$ cat src/inc/seq_pkg.sv
// package for the channel shutdown, retry and sync block
// assumes a 20 MHz reference clock and a shared time base on the share clock pin
package seq_pkg;
  localparam int NCH              = 2;       // output channels
  localparam int TW               = 16;      // width of programmed delays in ticks
  // channel_config bit positions
  localparam int CFG_NO_VOFF_BIT  = 0;       // retry ignores output voltage in the discharge variant
  localparam int CFG_SHARE_BIT    = 2;       // stop when share clock is lost
  // device_wide_config bit positions
  localparam int ALL_EXT_CLK_BIT  = 4;       // external clock is mandatory
  // pad_status bit positions
  localparam int PAD_SYNC_DRV_BIT = 10;      // sync driver is active
  // loop_compensation_setting fields
  localparam int COMP_RES_LSB     = 0;
  localparam int COMP_RES_MSB     = 4;
  localparam int COMP_GM_LSB      = 5;
  localparam int COMP_GM_MSB      = 7;
  // switcher_phase_config gain field
  localparam int GAIN_LSB         = 5;
  localparam int GAIN_MSB         = 6;
  localparam logic [7:0] COMP_RESET = 8'h00;
  // timing in its own units and in clock cycles
  localparam int CLK_PERIOD_NS    = 50;
  localparam int SYNC_PULSE_NS    = 500;
  localparam int SYNC_PULSE_CYC   = SYNC_PULSE_NS / CLK_PERIOD_NS;
  localparam int SYNC_GUARD_CYC   = 4;       // own edge echo through the synchroniser
  localparam int DISCH_HOLD_MS    = 90;      // least hold after discharge
  localparam int DISCH_HOLD_CYC   = (DISCH_HOLD_MS * 1000000 + CLK_PERIOD_NS - 1)
                                    / CLK_PERIOD_NS;
  localparam int SHARE_LOSS_US    = 20;      // share clock silent this long is lost
  localparam int SHARE_LOSS_CYC   = (SHARE_LOSS_US * 1000) / CLK_PERIOD_NS;

  // per-channel sequencing states
  typedef enum logic [3:0] {
    CH_OFF, CH_SOFTSTART, CH_RUN, CH_OFF_WAIT, CH_OFF_RAMP,
    CH_DISCHARGE, CH_HOLD, CH_RETRY, CH_LATCHED
  } ch_state_e;

  // per-channel configuration
  typedef struct packed {
    logic [TW-1:0] rise_time;                // soft-start length in ticks
    logic [TW-1:0] turn_off_wait;            // ticks before the ramp down
    logic [TW-1:0] turn_off_ramp_time;       // ramp down length in ticks
    logic [TW-1:0] retry_wait;               // least inactive time in ticks
    logic [TW-1:0] max_discharge_time_limit; // warning limit in ticks
    logic [7:0]    channel_config;
    logic          ccm_run;                  // conduction_mode_select: 1 forced continuous
    logic          latch_off;                // 1 latch off on fault, 0 retry
    logic          external_fault_action;    // 1 inhibit on external fault pin
  } ch_cfg_s;

  // per-channel status towards the power stage
  typedef struct packed {
    logic stage_en;                          // power stage may switch
    logic ccm;                               // 1 continuous, 0 discontinuous
    logic sink;                              // actively sink load current
    logic soft_start;
    logic running;
    logic retry_pend;
    logic latched;
  } ch_out_s;

  // frequency and phase configuration
  typedef struct packed {
    logic [15:0] period;                     // switching period in clock cycles
    logic [7:0]  phase_ch1;                  // sync fall to top switch, cycles
    logic [7:0]  phase_ch0;
    logic [7:0]  switcher_phase_config;
  } sw_cfg_s;
endpackage

$ cat src/logic/sync_master.sv
// sync line driver, master election and phase reference
// assumes an open-drain sync line with a pull-up; SYNC_I is asynchronous
`timescale 1ns/1ps
module sync_master (
  input  wire logic        clk,
  input  wire logic        srst,
  input  wire logic        master_en,   // configured as clock master
  input  wire logic        ext_req,     // external clock is mandatory
  input  wire logic [15:0] period,      // switching period in cycles
  input  wire logic        sync_i,      // line level
  output logic             sync_o,      // drive level, always low
  output logic             sync_oe_n,   // low while pulling the line
  output logic             drv_active,  // driver is elected
  output logic             ref_pulse,   // phase reference event
  output logic             pll_fault    // no clock while one is required
);
  logic [1:0]  sy_r;                    // synchroniser pair
  logic        ln_r,      ln_nxt;       // delayed line sample
  logic [15:0] per_r,     per_nxt;      // internal oscillator
  logic [7:0]  pc_r,      pc_nxt;       // own pulse and echo window
  logic [16:0] ext_r,     ext_nxt;      // cycles since external edge
  logic        yield_r,   yield_nxt;    // lost the election
  logic        oe_n_nxt,  ref_nxt, act_nxt, pf_nxt;
  logic        fall, ext_fall, ext_ok, wrap;

  // line passes two flip-flops before use
  always_ff @(posedge clk) begin
    if (srst) begin
      sy_r <= 2'h3;
    end else begin
      sy_r <= {sy_r[0], sync_i};
    end
  end

  // next state of oscillator, election and reference
  always_comb begin
    ln_nxt    = sy_r[1];
    fall      = ln_r & ~sy_r[1];
    ext_fall  = fall & (pc_r == 8'h00);                   // not our own echo
    ext_ok    = ext_r < {period, 1'b0};
    wrap      = per_r >= period - 16'h0001;
    per_nxt   = (wrap | ext_fall) ? 16'h0000 : per_r + 16'h0001;
    yield_nxt = master_en & (yield_r | ext_fall);
    act_nxt   = master_en & ~yield_nxt;
    pc_nxt    = pc_r;
    if (wrap && act_nxt) begin
      pc_nxt = 8'(seq_pkg::SYNC_PULSE_CYC + seq_pkg::SYNC_GUARD_CYC);
    end else if (pc_r != 8'h00) begin
      pc_nxt = pc_r - 8'h01;
    end
    // pull low for the pulse width only
    oe_n_nxt  = ~(act_nxt && pc_nxt > 8'(seq_pkg::SYNC_GUARD_CYC));
    ext_nxt   = ext_fall ? 17'h00000 : (ext_ok ? ext_r + 17'h00001 : ext_r);
    // line fall is the reference; internal wrap when no clock arrives and ext_req is clear
    ref_nxt   = (ext_ok | act_nxt) ? fall : (wrap & ~ext_req);
    pf_nxt    = ext_req & ~ext_ok;
  end

  // registers of the sync logic
  always_ff @(posedge clk) begin
    if (srst) begin
      ln_r       <= 1'b1;
      per_r      <= 16'h0000;
      pc_r       <= 8'h00;
      ext_r      <= 17'h1ffff;
      yield_r    <= 1'b0;
      sync_o     <= 1'b0;
      sync_oe_n  <= 1'b1;
      drv_active <= 1'b0;
      ref_pulse  <= 1'b0;
      pll_fault  <= 1'b0;
    end else begin
      ln_r       <= ln_nxt;
      per_r      <= per_nxt;
      pc_r       <= pc_nxt;
      ext_r      <= ext_nxt;
      yield_r    <= yield_nxt;
      sync_o     <= 1'b0;
      sync_oe_n  <= oe_n_nxt;
      drv_active <= act_nxt;
      ref_pulse  <= ref_nxt;
      pll_fault  <= pf_nxt;
    end
  end
endmodule // sync_master

$ cat src/logic/channel_shutdown_retry_sync.sv
// channel shutdown, fault retry and sync handling for a dual-output controller
// assumes channel and device-wide configuration is held by the command interface outside this block
// and that sense comparators and converter flags arrive on REF_CLK
//
// Overview of operation
// three shutdown modes: ramp, passive, immediate; run-off here only ramps, or discharges in the variant build
// continuous: wait, then ramp down sinking current
// discontinuous shutdown never sinks load current
// fault, share loss, low input, inhibit disable stage
// shutdown from soft-start or regulation, any cause
// discharge variant: switch until low, hold 90ms
// retry: fault holds channel off for delay
// base: delay also waits output below 12.5%
// variant bit0 clear: wait threshold, warn if slow
// variant bit0 set: delay only, no warning
// shared fault pin: faulted output sets decay
// latch-off stays off until user toggles
// start discontinuous, run in programmed mode
// input overvoltage turns off that channel
// compensation: resistor bits 4:0, gm 7:5
// master pulses sync low for 500ns
// only one elected master drives sync
// accept external sync, fall back unless required
// sync driver state on pad status bit 10
// phase measured from sync falling edge
// frequency and phase writes only when off
// input current gain from bits 6:5
// retry timer starts inactive, counts shared ticks
`timescale 1ns/1ps
module channel_shutdown_retry_sync #(
  parameter bit          DISCHARGE_VARIANT = 1'b0,                 // discharge shutdown build
  parameter int unsigned DISCH_HOLD_CYC    = seq_pkg::DISCH_HOLD_CYC,
  parameter int unsigned SHARE_LOSS_CYC    = seq_pkg::SHARE_LOSS_CYC
) (
  input  wire logic                                   REF_CLK,
  input  wire logic                                   SRST,
  input  wire logic [seq_pkg::NCH-1:0]                RUN_PIN,      // run pins, async
  input  wire logic [seq_pkg::NCH-1:0]                FAULT_N_I,    // fault pins, async
  input  wire logic                                   SHARE_CLK_I,  // shared time base
  input  wire logic                                   SYNC_I,       // sync line level
  input  wire logic [seq_pkg::NCH-1:0]                OP_ON,        // operation on command
  input  wire logic [seq_pkg::NCH-1:0]                FAULT_DET,    // detected channel fault
  input  wire logic [seq_pkg::NCH-1:0]                VIN_OV,       // input overvoltage
  input  wire logic                                   VIN_BELOW_OFF,
  input  wire logic [seq_pkg::NCH-1:0]                VOUT_BELOW_8TH,
  input  wire logic [seq_pkg::NCH-1:0]                VOUT_BELOW_DONE,
  input  wire seq_pkg::ch_cfg_s [seq_pkg::NCH-1:0]    CH_CFG,
  input  wire logic [7:0]                             DEVICE_WIDE_CONFIG,
  input  wire logic                                   SYNC_MASTER_EN,
  input  wire logic [seq_pkg::NCH-1:0]                WARN_CLR,     // clear slow warning
  input  wire logic                                   COMP_WR,
  input  wire logic [7:0]                             COMP_WDATA,
  input  wire logic                                   SWCFG_WR,
  input  wire seq_pkg::sw_cfg_s                       SWCFG_WDATA,
  output seq_pkg::ch_out_s [seq_pkg::NCH-1:0]         CH_STAT,
  output logic [seq_pkg::NCH-1:0]                     SLOW_DISCHARGE_WARNING,
  output logic [seq_pkg::NCH-1:0]                     TOP_ON,       // top switch turn-on
  output logic [7:0]                                  LOOP_COMPENSATION_SETTING,
  output logic [4:0]                                  COMP_RES,
  output logic [2:0]                                  COMP_GM,
  output logic [1:0]                                  IIN_GAIN,
  output seq_pkg::sw_cfg_s                            SWCFG_RDATA,
  output logic [15:0]                                 PAD_STATUS,
  output logic                                        PLL_FAULT,
  output logic                                        SYNC_O,
  output logic                                        SYNC_OE_N
);
  logic [seq_pkg::NCH-1:0] run_m_r, run_s_r;     // run synchroniser
  logic [seq_pkg::NCH-1:0] flt_m_r, flt_s_r;     // fault pin synchroniser
  logic [1:0]              sh_r;                 // share clock synchroniser
  logic                    sh_d_r, sh_d_nxt;     // previous share sample
  logic                    tick;                 // shared time base edge
  logic [31:0]             sloss_r, sloss_nxt;   // cycles since last tick
  logic                    share_lost;
  logic [7:0]              comp_r, comp_nxt;     // loop_compensation_setting
  seq_pkg::sw_cfg_s        sw_r, sw_nxt;         // frequency and phase config
  logic [seq_pkg::NCH-1:0] stage_v;              // per-channel stage enables
  logic                    all_off;
  logic [15:0]             pad_nxt;
  logic                    drv_active, ref_pulse, pll_fault;

  // pins pass two flip-flops before any logic reads them
  always_ff @(posedge REF_CLK) begin
    if (SRST) begin
      run_m_r <= '0;
      run_s_r <= '0;
      flt_m_r <= '1;
      flt_s_r <= '1;
      sh_r    <= 2'h0;
    end else begin
      run_m_r <= RUN_PIN;
      run_s_r <= run_m_r;
      flt_m_r <= FAULT_N_I;
      flt_s_r <= flt_m_r;
      sh_r    <= {sh_r[0], SHARE_CLK_I};
    end
  end

  // shared time base: rising edges are ticks, silence means lost
  always_comb begin
    sh_d_nxt   = sh_r[1];
    tick       = sh_r[1] & ~sh_d_r;
    share_lost = sloss_r >= 32'(SHARE_LOSS_CYC);
    sloss_nxt  = tick ? 32'h0 : (share_lost ? sloss_r : sloss_r + 32'h1);
  end

  // time base registers
  always_ff @(posedge REF_CLK) begin
    if (SRST) begin
      sh_d_r  <= 1'b0;
      sloss_r <= 32'(SHARE_LOSS_CYC);
    end else begin
      sh_d_r  <= sh_d_nxt;
      sloss_r <= sloss_nxt;
    end
  end

  // configuration registers
  always_comb begin
    all_off = ~|stage_v;
    comp_nxt = COMP_WR ? COMP_WDATA : comp_r;
    // writes while a channel is on are dropped
    sw_nxt = (SWCFG_WR && all_off) ? SWCFG_WDATA : sw_r;
    pad_nxt = 16'h0000;
    pad_nxt[seq_pkg::PAD_SYNC_DRV_BIT] = drv_active;
  end

  // configuration and pad status registers
  always_ff @(posedge REF_CLK) begin
    if (SRST) begin
      comp_r     <= seq_pkg::COMP_RESET;
      sw_r       <= '0;
      PAD_STATUS <= 16'h0000;
      PLL_FAULT  <= 1'b0;
    end else begin
      comp_r     <= comp_nxt;
      sw_r       <= sw_nxt;
      PAD_STATUS <= pad_nxt;
      PLL_FAULT  <= pll_fault;
    end
  end

  // outputs taken straight from the configuration flip-flops
  assign LOOP_COMPENSATION_SETTING = comp_r;
  assign COMP_RES    = comp_r[seq_pkg::COMP_RES_MSB:seq_pkg::COMP_RES_LSB];
  assign COMP_GM     = comp_r[seq_pkg::COMP_GM_MSB:seq_pkg::COMP_GM_LSB];
  assign IIN_GAIN    = sw_r.switcher_phase_config[seq_pkg::GAIN_MSB:seq_pkg::GAIN_LSB];
  assign SWCFG_RDATA = sw_r;

  // sync line driver and election
  sync_master u_sync (
    .clk        (REF_CLK),
    .srst       (SRST),
    .master_en  (SYNC_MASTER_EN),
    .ext_req    (DEVICE_WIDE_CONFIG[seq_pkg::ALL_EXT_CLK_BIT]),
    .period     (sw_r.period),
    .sync_i     (SYNC_I),
    .sync_o     (SYNC_O),
    .sync_oe_n  (SYNC_OE_N),
    .drv_active (drv_active),
    .ref_pulse  (ref_pulse),
    .pll_fault  (pll_fault)
  );

  // one sequencer per channel
  for (genvar c = 0; c < seq_pkg::NCH; c++) begin : g_ch
    seq_pkg::ch_state_e st_r, st_nxt;             // sequencing state
    logic [31:0]        tmr_r, tmr_nxt;           // ticks or cycles in state
    logic [31:0]        wcnt_r, wcnt_nxt;         // ticks of slow discharge
    logic               exto_r, exto_nxt;         // shut by a cause other than its own fault
    logic               warn_r, warn_nxt;         // slow discharge warning
    logic [7:0]         ph_r, ph_nxt;             // phase countdown
    logic               pha_r, pha_nxt;           // phase countdown active
    logic               top_r, top_nxt;
    seq_pkg::ch_out_s   out_r, out_nxt;
    logic               own, kill, on_req, decay_ok, ext_flt, nov;
    logic [7:0]         phase;

    // shutdown causes and on request
    always_comb begin
      nov     = CH_CFG[c].channel_config[seq_pkg::CFG_NO_VOFF_BIT];
      ext_flt = ~flt_s_r[c] & CH_CFG[c].external_fault_action;
      own     = FAULT_DET[c] | VIN_OV[c];
      kill    = own | ext_flt | VIN_BELOW_OFF
              | (CH_CFG[c].channel_config[seq_pkg::CFG_SHARE_BIT] & share_lost);
      on_req  = run_s_r[c] & OP_ON[c];
      if (!DISCHARGE_VARIANT) begin
        decay_ok = VOUT_BELOW_8TH[c];
      end else begin
        decay_ok = nov | VOUT_BELOW_DONE[c];
      end
    end

    // next state of the channel sequencer
    always_comb begin
      st_nxt   = st_r;
      tmr_nxt  = tick ? tmr_r + 32'h1 : tmr_r;
      wcnt_nxt = wcnt_r;
      exto_nxt = exto_r;
      warn_nxt = warn_r & ~WARN_CLR[c];
      case (st_r)
        seq_pkg::CH_OFF: begin
          tmr_nxt = 32'h0;
          if (on_req && !kill) begin
            st_nxt = seq_pkg::CH_SOFTSTART;
          end
        end
        seq_pkg::CH_SOFTSTART, seq_pkg::CH_RUN: begin
          if (kill) begin
            st_nxt   = CH_CFG[c].latch_off ? seq_pkg::CH_LATCHED : seq_pkg::CH_RETRY;
            tmr_nxt  = 32'h0;
            wcnt_nxt = 32'h0;
            exto_nxt = ~own;
          end else if (!on_req) begin
            st_nxt  = DISCHARGE_VARIANT ? seq_pkg::CH_DISCHARGE : seq_pkg::CH_OFF_WAIT;
            tmr_nxt = 32'h0;
          end else if (st_r == seq_pkg::CH_SOFTSTART &&
                       tmr_r >= {16'h0, CH_CFG[c].rise_time}) begin
            st_nxt = seq_pkg::CH_RUN;
          end
        end
        seq_pkg::CH_OFF_WAIT: begin
          if (kill) begin
            st_nxt = seq_pkg::CH_OFF;
          end else if (tmr_r >= {16'h0, CH_CFG[c].turn_off_wait}) begin
            st_nxt  = seq_pkg::CH_OFF_RAMP;
            tmr_nxt = 32'h0;
          end
        end
        seq_pkg::CH_OFF_RAMP: begin
          if (kill || tmr_r >= {16'h0, CH_CFG[c].turn_off_ramp_time}) begin
            st_nxt = seq_pkg::CH_OFF;
          end
        end
        seq_pkg::CH_DISCHARGE: begin
          if (kill) begin
            st_nxt = seq_pkg::CH_OFF;
          end else if (VOUT_BELOW_DONE[c]) begin
            st_nxt  = seq_pkg::CH_HOLD;
            tmr_nxt = 32'h0;
          end
        end
        seq_pkg::CH_HOLD: begin
          tmr_nxt = tmr_r + 32'h1;                                // counts clock cycles
          if (kill || tmr_r >= 32'(DISCH_HOLD_CYC) - 32'h1) begin
            st_nxt = seq_pkg::CH_OFF;
          end
        end
        seq_pkg::CH_RETRY: begin
          // slow discharge is timed from the fault-off moment
          if (DISCHARGE_VARIANT && !nov && !VOUT_BELOW_DONE[c] && tick) begin
            wcnt_nxt = wcnt_r + 32'h1;
          end
          if (DISCHARGE_VARIANT && !nov &&
              wcnt_r > {16'h0, CH_CFG[c].max_discharge_time_limit}) begin
            warn_nxt = 1'b1;
          end
          if (!on_req) begin
            st_nxt = seq_pkg::CH_OFF;
          end else if (tmr_r >= {16'h0, CH_CFG[c].retry_wait} && decay_ok &&
                       !(exto_r && !flt_s_r[c])) begin
            st_nxt = seq_pkg::CH_OFF;
          end
        end
        seq_pkg::CH_LATCHED: begin
          if (!on_req) begin
            st_nxt = seq_pkg::CH_OFF;
          end
        end
        default: begin
          st_nxt = seq_pkg::CH_OFF;
        end
      endcase
      // status follows the next state so outputs move with it
      out_nxt            = '0;
      out_nxt.soft_start = st_nxt == seq_pkg::CH_SOFTSTART;
      out_nxt.running    = st_nxt == seq_pkg::CH_RUN;
      out_nxt.retry_pend = st_nxt == seq_pkg::CH_RETRY;
      out_nxt.latched    = st_nxt == seq_pkg::CH_LATCHED;
      out_nxt.stage_en   = st_nxt inside {seq_pkg::CH_SOFTSTART, seq_pkg::CH_RUN,
                           seq_pkg::CH_OFF_WAIT, seq_pkg::CH_OFF_RAMP,
                           seq_pkg::CH_DISCHARGE, seq_pkg::CH_HOLD};
      // discontinuous at start, programmed mode in run and ramp, continuous in discharge and hold
      out_nxt.ccm        = (st_nxt inside {seq_pkg::CH_RUN, seq_pkg::CH_OFF_WAIT,
                           seq_pkg::CH_OFF_RAMP} && CH_CFG[c].ccm_run)
                         || st_nxt inside {seq_pkg::CH_DISCHARGE, seq_pkg::CH_HOLD};
      // only continuous conduction sinks current
      out_nxt.sink       = out_nxt.ccm && st_nxt inside {seq_pkg::CH_OFF_RAMP,
                           seq_pkg::CH_DISCHARGE, seq_pkg::CH_HOLD};
    end

    // top switch turn-on delayed from the sync reference
    always_comb begin
      phase   = (c == 0) ? sw_r.phase_ch0 : sw_r.phase_ch1;
      ph_nxt  = ph_r;
      pha_nxt = pha_r;
      top_nxt = 1'b0;
      if (ref_pulse) begin
        ph_nxt  = phase;
        pha_nxt = 1'b1;
      end else if (pha_r && ph_r == 8'h00) begin
        pha_nxt = 1'b0;
        top_nxt = out_r.stage_en;
      end else if (pha_r) begin
        ph_nxt = ph_r - 8'h01;
      end
    end

    // channel registers
    always_ff @(posedge REF_CLK) begin
      if (SRST) begin
        st_r   <= seq_pkg::CH_OFF;
        tmr_r  <= 32'h0;
        wcnt_r <= 32'h0;
        exto_r <= 1'b0;
        warn_r <= 1'b0;
        out_r  <= '0;
        ph_r   <= 8'h00;
        pha_r  <= 1'b0;
        top_r  <= 1'b0;
      end else begin
        st_r   <= st_nxt;
        tmr_r  <= tmr_nxt;
        wcnt_r <= wcnt_nxt;
        exto_r <= exto_nxt;
        warn_r <= warn_nxt;
        out_r  <= out_nxt;
        ph_r   <= ph_nxt;
        pha_r  <= pha_nxt;
        top_r  <= top_nxt;
      end
    end

    assign stage_v[c]                = out_r.stage_en;
    assign CH_STAT[c]                = out_r;
    assign SLOW_DISCHARGE_WARNING[c] = warn_r;
    assign TOP_ON[c]                 = top_r;
  end
endmodule // channel_shutdown_retry_sync

$ cat config.mk
export PLATFORM = sky130hd
export DESIGN_NAME = channel_shutdown_retry_sync
export DESIGN_NICKNAME = d
export VERILOG_FILES = /design/src/inc/seq_pkg.sv /design/src/logic/sync_master.sv /design/src/logic/channel_shutdown_retry_sync.sv
export SDC_FILE = /design/constraint.sdc
export NUM_CORES = 1
export LEC_CHECK = 0
export BUFFER_PORTS_ARGS = -buffer_cell sky130_fd_sc_hd__buf_2
export CAP_MARGIN = 20
export CORE_UTILIZATION = 55
export CTS_CLUSTER_DIAMETER = 200
export DETAILED_ROUTE_END_ITERATION = 8
export PLACE_DENSITY = 0.92
export SLEW_MARGIN = 20
export SYNTH_ARGS = -nofsm -noshare
export SYNTH_HDL_FRONTEND = slang
export SYNTH_SLANG_ARGS = --single-unit
$ cat constraint.sdc
create_clock -name REF_CLK -period 6.55 [get_ports REF_CLK]
set_clock_uncertainty 0.05 [all_clocks]
set_input_delay 0.655 -clock REF_CLK [delete_from_list [all_inputs] [get_ports REF_CLK]]
set_output_delay 0.655 -clock REF_CLK [all_outputs]
set_load 0.02 [all_outputs]
* After elaboration in Yosys (flattened, before gate mapping)
Index checks and enable logic that the tools add are counted.
** Storage, ports and cells
- Flip-flop bits (word level) :: 267
- Input port bits :: 262
- Output and inout port bits :: 95
- Logic and storage cells :: 277
** Cells by class
- Add/subtract/negate cells :: 9
- $lt $le $gt $ge :: 14
- Eq/ne operators :: 35
- Muxes and demuxes :: 63
- Bitwise operators :: 40
- Reductions and logical operators :: 62
** Operator list (count)
- two-way mux 32 bit :: 14
- one-hot mux 32 bit (5 select lines) :: 2
- greater-or-equal comparator 32 x 16 -> 1 bit :: 8
- two-way mux 4 bit :: 28
- adder 32 x 1 -> 32 bit, second input constant :: 3
- equality test 4 x 3 -> 1 bit, second input constant :: 16
- greater-or-equal comparator 32 x 21 -> 1 bit, second input constant :: 2
- two-way mux 8 bit :: 8
- one-hot mux 4 bit (8 select lines) :: 2
- two-way mux 17 bit :: 2
- equality test 4 x 2 -> 1 bit, second input constant :: 8
- greater-or-equal comparator 32 x 9 -> 1 bit, second input constant :: 1
- zero test 8 bit :: 3
- subtractor 8 x 1 -> 8 bit, second input constant :: 3
- logical AND 1 bit :: 19
- two-way mux 9 bit :: 2
- adder 17 x 1 -> 17 bit, second input constant :: 1
- less-than comparator 17 bit :: 1
- adder 16 x 1 -> 16 bit, second input constant :: 1
- equality test 4 x 1 -> 1 bit, second input constant :: 4
- equality test 4 bit, second input constant :: 4
- greater-or-equal comparator 16 bit :: 1
- subtractor 16 x 1 -> 16 bit, second input constant :: 1
- bitwise AND 1 bit :: 15
- other kinds (16) :: 74

* Logic depth before layout (Yosys ltp)
Gate-level depths: netlist (run 1).
- Depth after elaboration :: 14
- Depth in mapped cells :: 18
- Gate-level depth less buffers :: 16

* Cells and area by module
A second synthesis (run 1) with hierarchy kept.
** Second synthesis, totals
- Cells, all modules :: 1905
- Area, all modules :: 15484.9 sq um
** Modules (own cells, without submodules)
- channel_shutdown_retry_sync :: instances 1, cells an instance 1495, area an instance 12081.6 sq um
- sync_master :: instances 1, cells an instance 410, area an instance 3403.3 sq um

* Worst setup path after synthesis (run 1)
Ideal clock, no wire load.
- Path kind :: register to register
- From :: register sw_r (netlist bit SWCFG_RDATA[27])
- To :: register u_sync.per_r[10]
- Data arrival time :: 3.117 ns
- Data required time :: 6.435 ns
- Setup slack :: 3.317 ns
- Cell stages (with the launch flop) :: 19
- Path buffers :: 2
- Cells stage by stage :: dfxtp_1 -> inv_1 -> nand4_1 -> nor2_1 -> nand2_1 -> nor3_1 -> xnor2_1 -> ha_1 -> a21o_1 -> a21o_1 -> a21oi_1 -> o21a_1 -> o31ai_1 -> a31oi_1 -> o21ai_0 -> or3_1 -> clkbuf_1 -> clkbuf_1 -> nor2_1
** Between the ends
- Longest elaborated chain between the ends :: 4
** Ends and longest elaborated chain
- start: declaration :: line channel_shutdown_retry_sync.sv:76 : seq_pkg::sw_cfg_s sw_r, sw_nxt;
- start signal: assignment :: line channel_shutdown_retry_sync.sv:137 : sw_r <= sw_nxt;
- subtractor 16 x 1 -> 16 bit :: line sync_master.sv:41 : wrap = per_r >= period - 16'h0001;
- greater-or-equal comparator 16 bit :: line sync_master.sv:41
- OR 1 bit :: line sync_master.sv:42 : per_nxt = (wrap | ext_fall) ? 16'h0000 : per_r + 16'h0001;
- OR reduction 2 bit (no line)
- end signal: assignment :: line sync_master.sv:74 : per_r <= per_nxt;
- end: declaration :: line sync_master.sv:19 : logic [15:0] per_r, per_nxt;
No other way between the ends.
A chain may end at the register's enable or synchronous reset.

* Worst setup path after layout (run 1)
- From :: register sw_r (netlist bit SWCFG_RDATA[26])
- To :: register u_sync.sync_oe_n
** Between the ends
- Longest elaborated chain between the ends :: 7
** Ends and longest elaborated chain
- subtractor 16 x 1 -> 16 bit :: line sync_master.sv:41
- greater-or-equal comparator 16 bit :: line sync_master.sv:41
- logical AND 1 bit :: line sync_master.sv:46 : if (wrap && act_nxt) begin
- two-way mux 8 bit :: line sync_master.sv:46
- greater-than comparator 8 x 3 -> 1 bit :: line sync_master.sv:52 : oe_n_nxt = ~(act_nxt && pc_nxt > 8'(seq_pkg::SYNC_GUARD_CYC));
- logical AND 1 bit :: line sync_master.sv:52
- NOT 1 bit :: line sync_master.sv:52
- end signal: assignment :: line sync_master.sv:79 : sync_oe_n <= oe_n_nxt;
- end: declaration :: line sync_master.sv:12 : output logic sync_oe_n,
No other way between the ends.

==> results of run 1 <==
-- cells by family after synthesis --
kind of cell / after synthesis
and+or+nand+nor: 735
other: 1
DFF: 252
muxes: 16
AOI/OAI and AO/OA: 418
adders and majority gates: 170
xor gates and xnor gates: 57
buffers and inverters: 269
-- worst max-delay path: stages (launching register included) --
cell and delay [ps]:
dfxtp_1 360, inv_1 140, nand4_1 140, nor2_1 170
nand2_1 100, nor4_1 510, xnor2_1 140, ha_1 330
nand4_1 130, o31ai_1 300, a31oi_1 120, o21ai_0 570
nand3_1 410, a311o_1 360
-- state kept, by name, indices dropped and copies added (netlist names), 14 cells and up --
signal,count
g_ch.tmr_r,64
sloss_r,32
SWCFG_RDATA,22
u_sync.ext_r,17
g_ch.ph_r,16
g_ch.phase,16
u_sync.per_r,16
CH_STAT,14
-- stage by stage --
| step | instances | total power, uW | util | setup WS, ps | cell area [um2] |
|---|---|---|---|---|---|
| 2_1_floorplan | 1933 | 2450 | - | 3320 | 15500 |
| 3_3_place_gp | 2504 | 2640 | 0.623 | 2680 | 17000 |
| 3_5_place_dp | 2504 | 2700 | 0.623 | 2610 | 17000 |
| 4_1_cts | 2555 | 4360 | 0.659 | 2680 | 18000 |
| 5_1_grt | 2558 | 4560 | 0.659 | 2340 | 18000 |
| 6_report | 2558 | 4340 | 0.659 | 2640 | 18000 |
-- per-layer routing --
| metal | vias up | global-route usage | wire length, um |
|---|---|---|---|
| met1 | 7035 | 0.327 | 16400 |
| met2 | 727 | 0.491 | 19700 |
| li1 | 7298 | - | - |
| met3 | 129 | 0.0548 | 3470 |
| met4 | 2 | 0.135 | 1590 |
| met5 | - | 0 | 13 |
-- cell type report --
class                   count  area [um2]  area share
inverters                 171         642      0.0357
clock buffers              41         851      0.0474
flip-flops and latches    252        5040       0.281
multi-input cells        1412        9310       0.518
clock inverters            10         133     0.00738
diodes                      3        7.51    0.000418
well taps                 372         465      0.0259
repair buffers            297        1510      0.0843
-- report_power, final --
part / internal (uW) / switching [uW]
clock network: 1010 / 637
registers: 1640 / 119
logic: 407 / 530
total: 3060 / 1290
-- cell usage in the layout, fill, tap and decap left out, types with 15 or more instances in the layout --
cell type  count
a21oi_1      139
or4_1         16
buf_2        286
and3_1        52
conb_1        16
xnor2_1       36
nand3_1       98
a31oi_1       20
or3_1         16
a311oi_1      15
nand4_1       38
inv_1        170
nand2b_1      20
xor2_1        21
o31ai_1       18
clkbuf_16     29
ha_1         170
nand2_1      196
and2_1        17
nor2_1       143
a21o_1        43
dfxtp_1      252
o21ai_0       75
mux2i_1       15
nor4_1        27
nor2b_1       24
nor3_1        33
-- worst paths after layout --
kind,startpoint,end,slack [ps],cells after the start
max reg2reg,SWCFG_RDATA[26],u_sync.sync_oe_n,2640,13
min reg2reg,flt_m_r[1],flt_s_r[1],360,1
min,WARN_CLR[1],g_ch[1].warn_r,230,2
max,SWCFG_RDATA[26],u_sync.sync_oe_n,2640,13
==> results by group, run 1 <==
Global route
  – Global-route wire length before repair: 67,600 um
  – Vias in the first global route: 14,600
  – Pin count of the biggest net entering global routing: 86
  – Tot GR Track Use: 0.280
  – Congestion Overflow GR: 0
  – Antenna violations before repair: 4

Synth
  – Post-Synth Simple-Gate Area: 0.242
  – Largest family of logic cells by synthesized area: simple AND/OR/NAND/NOR gates
  – Yosys cell types: 85
  – Synth warn: 0
  – Post-synthesis sequential area ratio: 0.327
  – Post-synthesis xor/xnor area fraction: 0.0323
  – Top cells by area, synth: dfxtp_1 (33%), ha_1 (14%), nand2_1 (4.8%)
  – Mapped cell area: 15,400 um2
  – Gate count after technology mapping: 1,918
  – Cell with the most instances after synthesis: dfxtp_1
  – Top_reg_cell synth: dfxtp_1
  – Async SR Flop Fraction: 0
  – Post-synthesis cell type with the largest combined area: dfxtp_1
  – Yosys top cell area share: 0.327
  – Adder-Cell Fraction of Synth Area: 0.138
  – Synth Area in Compound Gates: 0.176
  – Synthesis-stage register bit count: 252
  – Post-synth EDFFs: 0
  – Syn Area/Cell: roughly 8.0 um2
  – Mux cell area share after synthesis: 0.0105
  – Post-synth top cells: dfxtp_1 (252), nand2_1 (196), ha_1 (170), inv_1 (170), nor2_1 (143)

Detailed routing
  – Routed len/inst: 16.1 um
  – # DRC: 0
  – DR iter-0 viols: 1,094
  – Routed wire length: just over 40,000 um
  – Via count: 15,200
  – Avg Vias per Cell: 5.94
  – Final ANT Viol Nets: 0
  – DRT Pass-1 Iters: 8

Timing
  – Period utilization: 0.597
  – Hold Fails Final Rpt: 0
  – Pins Over Slew Limit: 0
  – Final min period: 3910 ps
  – Worst rel slew slack: 0.329
  – F_max: 256 MHz
  – # setup viols final: 0
  – Setup TNS: 0 ps
  – RSZ-0062 raised after global routing: false
  – WHS: 232 ps
  – Worst Max-Slew Pin Slew: 1010 ps

Floorplanning
  – Die W: 170 um
  – Die Ht: 170 um
  – Initial Util: 0.567
  – Ports: 357
  – Die area: approximately 29,000 um2
  – CORE AREA: ~27,000 um2
  – Row count: 60

Setup path
  – Crit. End Element: flop
  – CP Class: flop to flop
  – Crit-path max FO: 8
  – Critical Path RT: 6940 ps
  – Crit start category: flop
  – Data arrival, critical path: 4300 ps

Job
  – Max Cap Viol: 0

Placed design
  – Routability cong.: 0.940
  – Port bufs: 287
  – Dpl hpwl: 30,200 um

Clocking
  – Cts hold-fix bufs: 0
  – CTS buffer count: 28
  – Worst-Skew Late Latency: 550 ps
  – # H-tree levels: 1
  – Post-CTS Setup Repair Bufs: 0
  – CTS max path bufs: 3
  – CTS tree: yes
  – Clk sink count: 252
  – # resized after CTS: 0
  – Clock root buffer: clkbuf_16
  – Clock slew at reported path FFs: 60 ps

Finish
  – Filler cells: between 2,000 and 2,500
  – Post-layout nets: 2,594
  – Area growth syn-to-layout: 16.3%
  – Ratio of cells with drive above 1 in the final layout: 0.173

Power and ir drop
  – Power per cell area: 242 nW/um2
  – Peak VDD IR: 225 uV
  – Leakage: 0.00860 uW

Outcome
  – Status: finished clean

Worst hold path
  – Worst min path class: primary input to flop
Note: power is estimated with default switching activity, not from simulation.
==> run 2, diff against run 1 <==
- clock period: 6.55 -> 4 ns (I/O delays scaled with it)
==> run 2 against run 1 <==
Utilization grew 0.58 points. Worst setup slack lost 2200 ps. Clock power grew 68%. Count of clock-buffer cells in the layout shrank 10. Cell area grew 0.88%. Maximum frequency grew 11%. Routed wire length grew 1.6%. Critical path type unchanged. Highest routed layer is now met4. Non-clock buffer count grew 19. First-iteration DRC count shrank 3.4%. Via count grew 0.30%.
==> results by group, run 2 (synthesis gave the netlist of run 1 again) <==
Outcome
  – Status: finished clean

Setup path
  – Critical Path RT: 4400 ps (-2540 ps)
  – Slowest-stage cell, CP: or3_1
  – Worst path bufs/invs: 2 (+1)
  – Crit start category: flop
  – Data arrival, critical path: 3940 ps (-360 ps)
  – Top delay family on crit path: simple AND/OR/NAND/NOR gates
  – Critical path, cell by cell: inv_1 > nand4_1 > nor2_1 > nand2_1 > nor3_1 > xnor2_1 > ha_1 > a21o_1 > a21o_1 > a21oi_1 > o21a_1 > o31ai_1 > a31oi_1 > o21ai_0 > buf_4 > or3_1 > nor2_1
  – Crit. End Element: flop
  – Crit-path max FO: 16 (+8)
  – Worst setup path start: SWCFG_RDATA[27]
  – Max incr delay on CP: 560 ps (about the same)
  – CP Class: flop to flop
  – Launching point of the worst reg2reg path: SWCFG_RDATA[27]

Timing
  – WHS: 42.3 ps (-189 ps)
  – F_max: 283 MHz (+11%)
  – Final WS setup: 468 ps (-2170 ps)
  – Setup TNS: 0 ps (unchanged)
  – # setup viols final: 0 (unchanged)
  – Pins Over Slew Limit: 0 (unchanged)
  – RSZ-0062 raised after global routing: false
  – Worst Max-Slew Pin Slew: 972 ps (-34.1 ps)
  – Worst rel slew slack: 0.352 (+0.0234)
  – Period utilization: 0.883 (+0.286)
  – Hold Fails Final Rpt: 0 (unchanged)
  – Final min period: 3530 ps (-379 ps)

Finish
  – Ratio of cells with drive above 1 in the final layout: 0.177 (+0.00466)
  – Biggest register: g_ch.tmr_r
  – Fin cells: 2,573 (+0.59%)
  – Most frequent cells in the layout: buf_2 (286), dfxtp_1 (252), nand2_1 (196)
  – Max reg flops: 64 (unchanged)
  – Area growth syn-to-layout: 17.4%
  – Post-layout nets: 2,611 (+0.66%)
  – Most common cell after layout, fill and taps aside: buf_2

Global route
  – Pin count of the biggest net entering global routing: 68 (-21%)
  – Global-route wire length before repair: 67,600 um (about the same)
  – Congestion Overflow GR: 0 (unchanged)
  – Vias in the first global route: 14,600 (+0.47%)
  – Antenna violations before repair: 2 (-2)
  – Tot GR Track Use: 0.282 (+0.00136)

Power and ir drop
  – Peak VDD IR: 404 uV (+79%)
  – Power per cell area: 399 nW/um2 (+65%)
  – Leakage: 0.00868 uW (+0.94%)
  – Final Power: 7220 uW (+66%)

Detailed routing
  – Routed wire length: 41,900 um (+1.6%)
  – Avg Vias per Cell: 5.92 (-0.29%)
  – Via count: 15,200 (+0.30%)
  – DR iter-0 viols: 1,057 (-3.4%)
  – # DRC: 0 (unchanged)
  – Routed len/inst: 16.3 um (+1.0%)
  – Final ANT Viol Nets: 0 (unchanged)
  – DRT Pass-1 Iters: 7 (-1)

Floorplanning
  – Ports: 357 (unchanged)
  – Initial Util: 0.567 (unchanged)
  – Die Ht: 170 um (unchanged)
  – Row count: 60 (unchanged)
  – CORE AREA: 27,300 um2 (unchanged)
  – Die area: 28,700 um2 (unchanged)
  – Die W: 170 um (unchanged)

Job
  – Max Cap Viol: 0 (unchanged)

Clocking
  – Clock slew at reported path FFs: 60 ps (about the same)
  – # H-tree levels: 1 (unchanged)
  – Clk sink count: 252 (unchanged)
  – CTS max path bufs: 3 (unchanged)
  – CTS buffer count: 26 (-7.1%)
  – Clock root buffer: clkbuf_16
  – CTS tree: yes
  – Worst-Skew Late Latency: 530 ps (-20 ps)
  – Post-CTS Setup Repair Bufs: 0 (unchanged)

Placed design
  – Dpl hpwl: 31,000 um (+2.6%)
  – Place WS: 493 ps (-2110 ps)
  – Routability cong.: 0.935 (-0.59%)
  – Port bufs: 287 (unchanged)
  – Placed cell count: 2,518 (+0.56%)

Worst hold path
  – Worst min path class: primary input to flop
  – HP Start: RUN_PIN[0]
## run 2: power breakdown
part / switching, uW / internal [uW] / total, uW
Combinational: 888 / 679 / 1570
Clock: 1070 / 1710 / 2780
Sequential: 195 / 2680 / 2870
## run 2: worst paths after layout
path / end / slack [ps] / cells past startpoint
max: u_sync.per_r[8] / 470 / 17
min reg2reg: flt_s_r[1] / 370 / 1
max reg2reg: u_sync.per_r[8] / 470 / 17
min: run_m_r[0] / 40 / 2
## run 2: metal layers
layer | up-vias | wire length, um | global-route usage
li1 | 7329 | - | -
met1 | 7031 | 16800 | 0.321
met2 | 733 | 19900 | 0.500
met3 | 143 | 3360 | 0.0560
met4 | 0 | 1740 | 0.141
met5 | - | 0 | 0
## run 2: stage by stage
stage,util,area [um2]
after detailed placement,0.627,17100
after CTS,0.665,18100
after floorplan,-,15500
final,0.665,18100
after global placement,0.627,17100
after global routing,0.665,18100
## run 2: timing repair
item / CTS / global route
hold buffers: 5 / 0
resized for setup: 0 / 0
hold endpoints to repair: 5 / 0
## run 2: final cells by class
| class | instances | area (um2) |
|---|---|---|
| clock buffer | 31 | 699 |
| clock inverter | 17 | 290 |
| inverter | 171 | 642 |
| multi-input combinational | 1412 | 9300 |
| sequential | 252 | 5040 |
| timing repair buffer | 316 | 1670 |
| tap | 372 | 465 |
| antenna | 2 | 5.00 |
| fill | 2130 | 9130 |
